`config.mk`:
```
export PLATFORM = sky130hd
export DESIGN_NAME = counter_unit_message_port
export DESIGN_NICKNAME = d
export VERILOG_FILES = /design/src/hw/placeholder_unused_never.v /design/src/hw/counter_unit_message_port.v
export VERILOG_INCLUDE_DIRS = /design/src /design/src/hw
export SDC_FILE = /design/constraint.sdc
export NUM_CORES = 2
export LEC_CHECK = 0
export ABC_AREA = 0
export BUFFER_PORTS_ARGS = -buffer_cell sky130_fd_sc_hd__buf_2
export CAP_MARGIN = 10
export CORE_UTILIZATION = 55
export DETAILED_ROUTE_END_ITERATION = 12
export PLACE_DENSITY_LB_ADDON = 0.1
export SLEW_MARGIN = 10
export SYNTH_ARGS = -nofsm -noshare
export SYNTH_HDL_FRONTEND = slang
export SYNTH_SLANG_ARGS = --single-unit
export TNS_END_PERCENT = 30
```
`constraint.sdc`:
```
create_clock -name clk -period 10 [get_ports clk]
set_input_delay 0 -clock clk [delete_from_list [all_inputs] [get_ports clk]]
set_output_delay 0 -clock clk [all_outputs]
set_load 0.02 [all_outputs]
```
`src/hw/msg_port_regs.vh`:
```
/*
 * Constants of the counter unit message port: parameter word offsets in the
 * setup memory image, selector codes, word counts and status bit positions.
 * Assumes the includer uses word addresses relative to the unit's setup area.
 */
`ifndef MSG_PORT_REGS_VH
`define MSG_PORT_REGS_VH

// Word offsets of message-reachable parameters.
`define OFS_OUTPUT_INTERRUPT_MASK      7'h02
`define OFS_INPUT_INTERRUPT_MASK       7'h05
`define OFS_CTR1_INDEX_RESET_MODE      7'h20
`define OFS_CTR1_MAX_COUNT             7'h21
`define OFS_CTR1_MIN_COUNT             7'h23
`define OFS_CTR1_RATE_RANGE0_DATA      7'h28
`define OFS_CTR1_RATE_RANGE1_DATA      7'h30
`define OFS_CTR1_RATE_RANGE_ENABLE     7'h38
`define OFS_CTR1_RANGE_COMPARE_ENABLE  7'h39
`define OFS_CTR2_INDEX_RESET_MODE      7'h4d
`define OFS_CTR2_MAX_COUNT             7'h4e
`define OFS_CTR2_MIN_COUNT             7'h50
`define OFS_CTR2_RATE_RANGE0_DATA      7'h55
`define OFS_CTR2_RATE_RANGE1_DATA      7'h5d
`define OFS_CTR2_RATE_RANGE_ENABLE     7'h65
`define OFS_CTR2_RANGE_COMPARE_ENABLE  7'h66

// Selector codes.
`define SEL1_GENERAL_MASK              8'h0b
`define SEL1_ENABLE                    4'hb
`define SEL1_LIMIT                     4'hc
`define SEL1_INDEX_RESET               4'he
`define SEL1_RATE_RANGE                4'hf

// Word counts of each parameter.
`define LEN_ONE                        8'h01
`define LEN_TWO                        8'h02
`define LEN_RATE_RANGE                 8'h08
`define MAX_MSG_WORDS                  8'h80

// Setup image size loaded at restart and parameter store depth.
`define INIT_WORDS                     7'h68
`define PARAM_DEPTH                    128

// Status word bit positions.
`define STAT_GLOBAL_ERROR_BIT          0
`define STAT_BUSY_BIT                  2
`define STAT_COMPLETE_BIT              3

// Write data buffer.
`define FIFO_WIDTH                     16
`define FIFO_DEPTH                     32
`define FIFO_AW                        5

`endif

```
`src/hw/placeholder_unused_never.v`:
```
`timescale 1ns/1ps

```
`src/hw/counter_unit_message_port.v`:
```
/*
 * Message port of a two-channel counter unit, with its write-data FIFO.
 * Assumes the controller side is synchronous logic on clk: it raises a
 * one-cycle request with its operands, then streams or drains data words
 * over valid/ready, and a setup memory that answers a read one cycle later.
 */
// Functional notes
// - write code high byte, low byte select message
// - read code bytes select returned data set
// - busy bit high during message or initialisation
// - complete bit toggles after each transfer
// - global error bit set on any error
// - error during message raises instruction error
// - overlapping message fails with instruction error
// - output control bits held while busy
// - range and comparison stopped while busy
// - selectors 0B/01 and 0B/02 move masks
// - pair xC/03 moves maximum count
// - pair xC/04 moves minimum count
// - pair xB/04 moves rate range enable
// - pair xB/03 moves range/compare enable
// - setup-only parameters refused over messages
// - upper first selector digit is counter number
// - at most 128 words per message
// - restart reloads parameters from setup memory
`timescale 1ns/1ps
`include "msg_port_regs.vh"
`default_nettype none

module msg_word_fifo #(
    parameter WIDTH = 16,
    parameter DEPTH = 32,
    parameter AW    = 5
) (
    // Clock and reset
    input  wire             clk,
    input  wire             srst,
    // Filling side
    input  wire             in_valid,
    output wire             in_ready,
    input  wire [WIDTH-1:0] in_data,
    // Draining side
    output wire             out_valid,
    input  wire             out_ready,
    output wire [WIDTH-1:0] out_data
);
    reg [WIDTH-1:0] store [0:DEPTH-1];
    reg [AW:0]      wr_ptr_q;
    reg [AW:0]      rd_ptr_q;
    wire            full;
    wire            empty;
    wire            push;
    wire            pop;

    assign full      = (wr_ptr_q[AW] != rd_ptr_q[AW]) && (wr_ptr_q[AW-1:0] == rd_ptr_q[AW-1:0]);
    assign empty     = (wr_ptr_q == rd_ptr_q);
    assign in_ready  = !full;
    assign out_valid = !empty;
    assign push      = in_valid && !full;
    assign pop       = out_ready && !empty;
    assign out_data  = store[rd_ptr_q[AW-1:0]];

    always @(posedge clk) begin
        if (push) begin
            store[wr_ptr_q[AW-1:0]] <= in_data;
        end
    end

    always @(posedge clk) begin
        if (srst) begin
            wr_ptr_q <= {(AW+1){1'b0}};
            rd_ptr_q <= {(AW+1){1'b0}};
        end else begin
            if (push) begin
                wr_ptr_q <= wr_ptr_q + 1'b1;
            end
            if (pop) begin
                rd_ptr_q <= rd_ptr_q + 1'b1;
            end
        end
    end
endmodule

module counter_unit_message_port #(
    parameter [3:0] UNIT_NUMBER = 4'h0
) (
    // Clock and reset
    input  wire        clk,
    input  wire        srst,
    // Message request from the controller
    input  wire        message_write,
    input  wire        message_read,
    input  wire [7:0]  first_selector,
    input  wire [7:0]  second_selector,
    input  wire [15:0] msg_unit,
    input  wire [15:0] msg_word_count,
    // Write data words
    input  wire        wr_valid,
    output wire        wr_ready,
    input  wire [15:0] wr_data,
    // Read data words
    output reg         rd_valid,
    input  wire        rd_ready,
    output reg  [15:0] rd_data,
    // Status towards the controller
    output wire [15:0] status_word_area,
    output reg         instruction_error_flag,
    input  wire        clear_errors,
    // Setup memory reload port
    output reg  [6:0]  setup_addr,
    output reg         setup_rd,
    input  wire [15:0] setup_data,
    // Output control and counting engines
    input  wire [1:0]  gate_open_req,
    output reg  [1:0]  gate_open,
    output wire        compare_run,
    input  wire [6:0]  param_addr,
    output reg  [15:0] param_data
);
    localparam [1:0] ST_IDLE = 2'b00;
    localparam [1:0] ST_INIT = 2'b01;
    localparam [1:0] ST_WR   = 2'b10;
    localparam [1:0] ST_RD   = 2'b11;

    reg [15:0] param_mem [0:`PARAM_DEPTH-1];

    reg [1:0]  state_q;
    reg [1:0]  state_d;
    reg [6:0]  ptr_q;
    reg [6:0]  ptr_d;
    reg [7:0]  remain_q;
    reg [7:0]  remain_d;
    reg        complete_q;
    reg        complete_d;
    reg        gerr_q;
    reg        gerr_d;
    reg        ierr_d;
    reg        rd_valid_d;
    reg [15:0] rd_data_d;
    reg [6:0]  init_cnt_q;
    reg        init_wr_q;
    reg [6:0]  init_waddr_q;
    reg        mem_we;
    reg [6:0]  mem_waddr;
    reg [15:0] mem_wdata;

    wire        busy;
    wire        request;
    wire [15:0] dec;
    wire        dec_ok;
    wire [6:0]  dec_base;
    wire [7:0]  dec_len;
    wire        count_ok;
    wire        unit_ok;
    wire        fifo_valid;
    wire        fifo_ready;
    wire [15:0] fifo_data;

    // Selector pair decode: {ok, base offset, word count}.
    function [15:0] decode;
        input [7:0] sel1;
        input [7:0] sel2;
        reg         ok;
        reg         c2;
        reg [6:0]   b;
        reg [7:0]   n;
        begin
            ok = 1'b1;
            c2 = (sel1[7:4] == 4'h2);
            b  = 7'h00;
            n  = 8'h00;
            if (sel1 == `SEL1_GENERAL_MASK) begin
                if (sel2 == 8'h01) begin
                    b = `OFS_OUTPUT_INTERRUPT_MASK;
                    n = `LEN_TWO;
                end else if (sel2 == 8'h02) begin
                    b = `OFS_INPUT_INTERRUPT_MASK;
                    n = `LEN_ONE;
                end else begin
                    ok = 1'b0;
                end
            end else if (sel1[7:4] == 4'h1 || sel1[7:4] == 4'h2) begin
                case ({sel1[3:0], sel2})
                    {`SEL1_LIMIT, 8'h03}: begin
                        b = c2 ? `OFS_CTR2_MAX_COUNT : `OFS_CTR1_MAX_COUNT;
                        n = `LEN_TWO;
                    end
                    {`SEL1_LIMIT, 8'h04}: begin
                        b = c2 ? `OFS_CTR2_MIN_COUNT : `OFS_CTR1_MIN_COUNT;
                        n = `LEN_TWO;
                    end
                    {`SEL1_ENABLE, 8'h04}: begin
                        b = c2 ? `OFS_CTR2_RATE_RANGE_ENABLE : `OFS_CTR1_RATE_RANGE_ENABLE;
                        n = `LEN_ONE;
                    end
                    {`SEL1_ENABLE, 8'h03}: begin
                        b = c2 ? `OFS_CTR2_RANGE_COMPARE_ENABLE : `OFS_CTR1_RANGE_COMPARE_ENABLE;
                        n = `LEN_TWO;
                    end
                    {`SEL1_RATE_RANGE, 8'h02}: begin
                        b = c2 ? `OFS_CTR2_RATE_RANGE0_DATA : `OFS_CTR1_RATE_RANGE0_DATA;
                        n = `LEN_RATE_RANGE;
                    end
                    {`SEL1_RATE_RANGE, 8'h03}: begin
                        b = c2 ? `OFS_CTR2_RATE_RANGE1_DATA : `OFS_CTR1_RATE_RANGE1_DATA;
                        n = `LEN_RATE_RANGE;
                    end
                    {`SEL1_INDEX_RESET, 8'h01}: begin
                        b = c2 ? `OFS_CTR2_INDEX_RESET_MODE : `OFS_CTR1_INDEX_RESET_MODE;
                        n = `LEN_ONE;
                    end
                    default: begin
                        ok = 1'b0;
                    end
                endcase
            end else begin
                ok = 1'b0;
            end
            decode = {ok, b, n};
        end
    endfunction

    assign dec      = decode(first_selector, second_selector);
    assign dec_ok   = dec[15];
    assign dec_base = dec[14:8];
    assign dec_len  = dec[7:0];
    // The count must match the parameter exactly, so a short or long count never half-updates a word pair.
    assign count_ok = (msg_word_count <= {8'h00, `MAX_MSG_WORDS}) && (msg_word_count == {8'h00, dec_len});
    assign unit_ok  = (msg_unit == {12'h000, UNIT_NUMBER});
    assign request  = message_write || message_read;
    assign busy     = (state_q != ST_IDLE);
    assign fifo_ready = (state_q == ST_WR);
    assign compare_run = !busy;

    assign status_word_area = {12'h000, complete_q, busy, 1'b0, gerr_q};

    msg_word_fifo #(
        .WIDTH (`FIFO_WIDTH),
        .DEPTH (`FIFO_DEPTH),
        .AW    (`FIFO_AW)
    ) u_wr_fifo (
        .clk       (clk),
        .srst      (srst),
        .in_valid  (wr_valid),
        .in_ready  (wr_ready),
        .in_data   (wr_data),
        .out_valid (fifo_valid),
        .out_ready (fifo_ready),
        .out_data  (fifo_data)
    );

    always @* begin
        state_d    = state_q;
        ptr_d      = ptr_q;
        remain_d   = remain_q;
        complete_d = complete_q;
        gerr_d     = gerr_q;
        ierr_d     = 1'b0;
        rd_valid_d = rd_valid;
        rd_data_d  = rd_data;
        mem_we     = init_wr_q;
        mem_waddr  = init_waddr_q;
        mem_wdata  = setup_data;
        if (clear_errors) begin
            gerr_d = 1'b0;
        end
        case (state_q)
            ST_IDLE: begin
                if (message_write && message_read) begin
                    ierr_d = 1'b1;
                    gerr_d = 1'b1;
                end else if (request) begin
                    if (!dec_ok || !count_ok || !unit_ok) begin
                        ierr_d = 1'b1;
                        gerr_d = 1'b1;
                    end else if (message_write) begin
                        state_d  = ST_WR;
                        ptr_d    = dec_base;
                        remain_d = dec_len;
                    end else begin
                        state_d    = ST_RD;
                        ptr_d      = dec_base + 7'h01;
                        remain_d   = dec_len;
                        rd_valid_d = 1'b1;
                        rd_data_d  = param_mem[dec_base];
                    end
                end
            end
            ST_INIT: begin
                if (init_wr_q && init_waddr_q == `INIT_WORDS - 7'h01) begin
                    state_d = ST_IDLE;
                end
            end
            ST_WR: begin
                if (fifo_valid) begin
                    mem_we    = 1'b1;
                    mem_waddr = ptr_q;
                    mem_wdata = fifo_data;
                    ptr_d     = ptr_q + 7'h01;
                    remain_d  = remain_q - 8'h01;
                    if (remain_q == 8'h01) begin
                        state_d    = ST_IDLE;
                        complete_d = !complete_q;
                    end
                end
            end
            ST_RD: begin
                if (rd_ready) begin
                    remain_d = remain_q - 8'h01;
                    if (remain_q == 8'h01) begin
                        rd_valid_d = 1'b0;
                        state_d    = ST_IDLE;
                        complete_d = !complete_q;
                    end else begin
                        rd_data_d = param_mem[ptr_q];
                        ptr_d     = ptr_q + 7'h01;
                    end
                end
            end
            default: begin
                state_d = ST_IDLE;
            end
        endcase
        // A request arriving while busy is refused; the running transfer carries on.
        if (busy && request) begin
            ierr_d = 1'b1;
            gerr_d = 1'b1;
        end
    end

    // Parameter store has no reset; its first 104 words are refilled from setup memory after every restart.
    always @(posedge clk) begin
        if (mem_we) begin
            param_mem[mem_waddr] <= mem_wdata;
        end
        param_data <= param_mem[param_addr];
    end

    always @(posedge clk) begin
        if (srst) begin
            state_q                <= ST_INIT;
            ptr_q                  <= 7'h00;
            remain_q               <= 8'h00;
            complete_q             <= 1'b0;
            gerr_q                 <= 1'b0;
            instruction_error_flag <= 1'b0;
            rd_valid               <= 1'b0;
            rd_data                <= 16'h0000;
            init_cnt_q             <= 7'h00;
            init_wr_q              <= 1'b0;
            init_waddr_q           <= 7'h00;
            setup_addr             <= 7'h00;
            setup_rd               <= 1'b0;
            gate_open              <= 2'b00;
        end else begin
            state_q                <= state_d;
            ptr_q                  <= ptr_d;
            remain_q               <= remain_d;
            complete_q             <= complete_d;
            gerr_q                 <= gerr_d;
            instruction_error_flag <= ierr_d;
            rd_valid               <= rd_valid_d;
            rd_data                <= rd_data_d;
            // Setup memory answers one cycle after the address, so the write trails the fetch.
            init_wr_q    <= setup_rd;
            init_waddr_q <= setup_addr;
            if (state_q == ST_INIT && init_cnt_q < `INIT_WORDS) begin
                setup_rd   <= 1'b1;
                setup_addr <= init_cnt_q;
                init_cnt_q <= init_cnt_q + 7'h01;
            end else begin
                setup_rd   <= 1'b0;
            end
            // Gate requests are sampled only when idle, so they take effect the cycle after busy falls.
            if (!busy) begin
                gate_open <= gate_open_req;
            end
        end
    end
endmodule

`default_nettype wire

```
==> run metrics <==
Post-synth EDFFs=2560; sum of negative setup slack=0 ns; H-Tree Depth=5; Logic pwr share=4.7%; clock network power share=44.9%; largest net degree at the start of global routing=114; asr flop ratio synth=0%; Placer Congestion=1.05; sequential area share after synthesis=60.7%; initial antenna violation count=69; Psw=5290 µW; Hold Path Class=input port to register; Post-CTS Resized=0; Initial DRC Count=15200; clk_lat worst skew=0.98 ns; share of cells above drive strength 1=34.6%; CTS sink cnt=2662; final slew viol count=2; CTS tree=built; GR Util All Layers=42.5%; DRT Wirelength=502000 µm; DIE WIDTH=488 µm; simple-gate share of the synthesized area=4.87%; critical path class=input port to register; Slowest cell on crit path=o2111ai_1; Hold Vio Cnt, Final=0; clk slew on worst S/H paths=0.06 ns; number of synthesized register bits=2662; Post-Syn Area=130000 µm²; final setup violation count=0; compound-gate portion of the synthesized area=4.00%; CTS buffer count=302; post-synthesis adder-cell area fraction=0.0962%; required time worst endpoint=10.80 ns; Layout Nets=7623; final core occ=62.3%; CP Max Fanout=92; row count=178; GRT overflow=0; XOR/XNOR share of the synthesized area=0.215%; endpoint type of the worst setup path=register; synthesis-to-finish area growth=12.6%; worst IR drop on VDD=0.209 mV; CP peak stage delay=0.74 ns; Seq pwr share=50.4%; die height=488 µm; Pint=19000 µW; vias per cell=7.79; fmax=0.160 GHz; top cell family by delay on the critical path=buffers and inverters; area of the core=235000 µm²; CTS max path bufs=4; Detail Placement HPWL=314000 µm; Yosys warnings=0; Cells after Synth=7277; drt pass-1 iters=6; Tmin final=6.26 ns; max-capacitance violation count=1; vias in the first global route=81200; mux contribution to synthesized area=28.1%; synthesized area per cell=17.9 µm²; Root Buffer=clkbuf_16; # IOs=158; status=finished with violations; PD cells=166 nW/µm²; Worst slew margin=-2.41%; Clock Skew=0.0706 ns; vias=85200; Net Sw Frac=21.7%; remaining routing DRC violations=0; ANT nets after route=0; CP Buf/Inv Count=6; post-cts hold buffer count=68; number of port buffers=144; worst path cell trace=dlygate4sd3_1, buf_2, nor4_1, and3_1, o311a_1, a21boi_4, buf_12, nand2_8, inv_8, buf_12, buf_4, a31oi_1, a21oi_1, o2111ai_1, nor3_1, a21oi_1; Initial Util=55.3%; Pleak=0.0445 µW; Die ar.=238000 µm²; violated checks=capacitance limit, slew limit; Netlist cell types=104; top_reg_cell synth=edfxtp_1; unrepaired setup endpoints after global routing=no; Slew @ Worst Pin=1.53 ns; startpoint types=input port; main combinational cell family by area after synthesis=multiplexers; drt wl/cell=45.9 µm; period utilization=62.6%; Post-CTS Setup Bufs=0; CP Data Arrival Time=7.06 ns; first-pass GRT wire length=681000 µm
==> cells in the mapped netlist, types with 32 or more instances <==
| master | instances | share of area [%] |
|---|---|---|
| nor2_1 | 299 | 0.86 |
| o221ai_1 | 32 | 0.22 |
| buf_2 | 84 | 0.32 |
| clkbuf_1 | 332 | 0.96 |
| mux2_2 | 65 | 0.56 |
| nor3_1 | 57 | 0.22 |
| nand3_1 | 144 | 0.55 |
| and3_1 | 119 | 0.57 |
| mux4_2 | 1492 | 26 |
| o21ai_0 | 131 | 0.50 |
| mux2i_1 | 227 | 1.7 |
| buf_4 | 41 | 0.24 |
| nand2_1 | 615 | 1.8 |
| buf_1 | 136 | 0.39 |
| a211oi_1 | 131 | 0.76 |
| a21oi_1 | 186 | 0.72 |
| a31oi_1 | 54 | 0.26 |
| edfxtp_1 | 2560 | 59 |
| dfxtp_1 | 102 | 1.6 |
==> kinds of logic (layout without fill, tap and decap cells) <==
| family | count (synthesis) | after routing |
|---|---|---|
| DFF | 2662 | 2662 |
| xor gates and xnor gates | 32 | 32 |
| adders and majority gates | 10 | 10 |
| buffers and inverters | 615 | 1060 |
| AOI/OAI and AO/OA | 775 | 775 |
| other | 1 | 67 |
| and+or+nand+nor | 1397 | 1397 |
| muxes | 1785 | 1785 |
==> placed cells by master, fill, tap and decap left out, types with 119 or more instances in the layout <==
cell,n
edfxtp_1,2560
nand3_1,143
nor2_1,148
buf_2,142
nand2_1,613
clkbuf_16,309
and3_1,119
buf_4,278
mux2i_1,227
a21oi_1,181
a211oi_1,129
mux4_2,1492
==> state kept, by name, summed over array words and instances (netlist names), 2 cells and up, named ones only <==
| name | count |
|---|---|
| param_mem | 2048 |
| u_wr_fifo.store | 512 |
| param_data | 16 |
| rd_data | 16 |
| remain_q | 8 |
| init_cnt_q | 7 |
| init_waddr_q | 7 |
| ptr_q | 7 |
| setup_addr | 7 |
| u_wr_fifo.rd_ptr_q | 6 |
| u_wr_fifo.wr_ptr_q | 6 |
| gate_open | 2 |
| state_q | 2 |
==> through the flow <==
step,setup WS [ns],hold WS (ns),power [µW],cell area (µm²),std cells
3_3_place_gp,3.05,0.240,13600,136000,10300
4_1_cts,4.15,0.0557,24300,146000,10900
6_report,3.74,0.122,24300,146000,10900
2_1_floorplan,1.83,0.0989,13100,130000,7289
3_5_place_dp,3.77,0.259,13600,136000,10300
5_1_grt,3.76,0.0775,24700,146000,10900
==> layer usage <==
layer	GRT usage (%)	vias up	part of all wire, %
li1	-	31400	-
met1	53.2	44200	33
met2	59.7	7635	43
met3	15.0	1919	14
met4	35.0	44	10
met5	0.408	-	0.094
==> final timing paths <==
kind,start,to,slack [ns],cells past startpoint
worst max-delay path,second_selector[4],rd_data[10],3.74,16
worst max register to register,register,rd_data[2],4.36,12
worst min-delay path,setup_data[14],param_mem[110][14],0.12,4
worst min register to register,setup_addr[3],setup_addr[3],0.46,2
==> power by group through the flow <==
stage | Sequential [µW] | Clock, µW | Combinational, µW
after floorplan | 12600 | 0 | 583
after global placement | 12500 | 0 | 1070
after detailed placement | 12500 | 0 | 1080
after CTS | 12300 | 10900 | 1110
after global routing | 12300 | 11300 | 1160
final | 12300 | 10900 | 1150
==> tightest hold or removal path, stage by stage <==
cell and delay, ns:
buf_2 0.11, nand2_1 0.13, o21ai_4 0.07, buf_4 0.42
==> cell type report <==
type	instances	area [µm²]
Antenna cell	54	135
Clock buffer	361	7970
Clock inverter	160	1530
Fill cell	16700	88700
Inverter	16	68.8
Multi-Input combinational cell	4012	49700
Sequential cell	2662	78900
Tap cell	3150	3940
Timing Repair Buffer	523	4120
(Power assumes the default switching activity.)
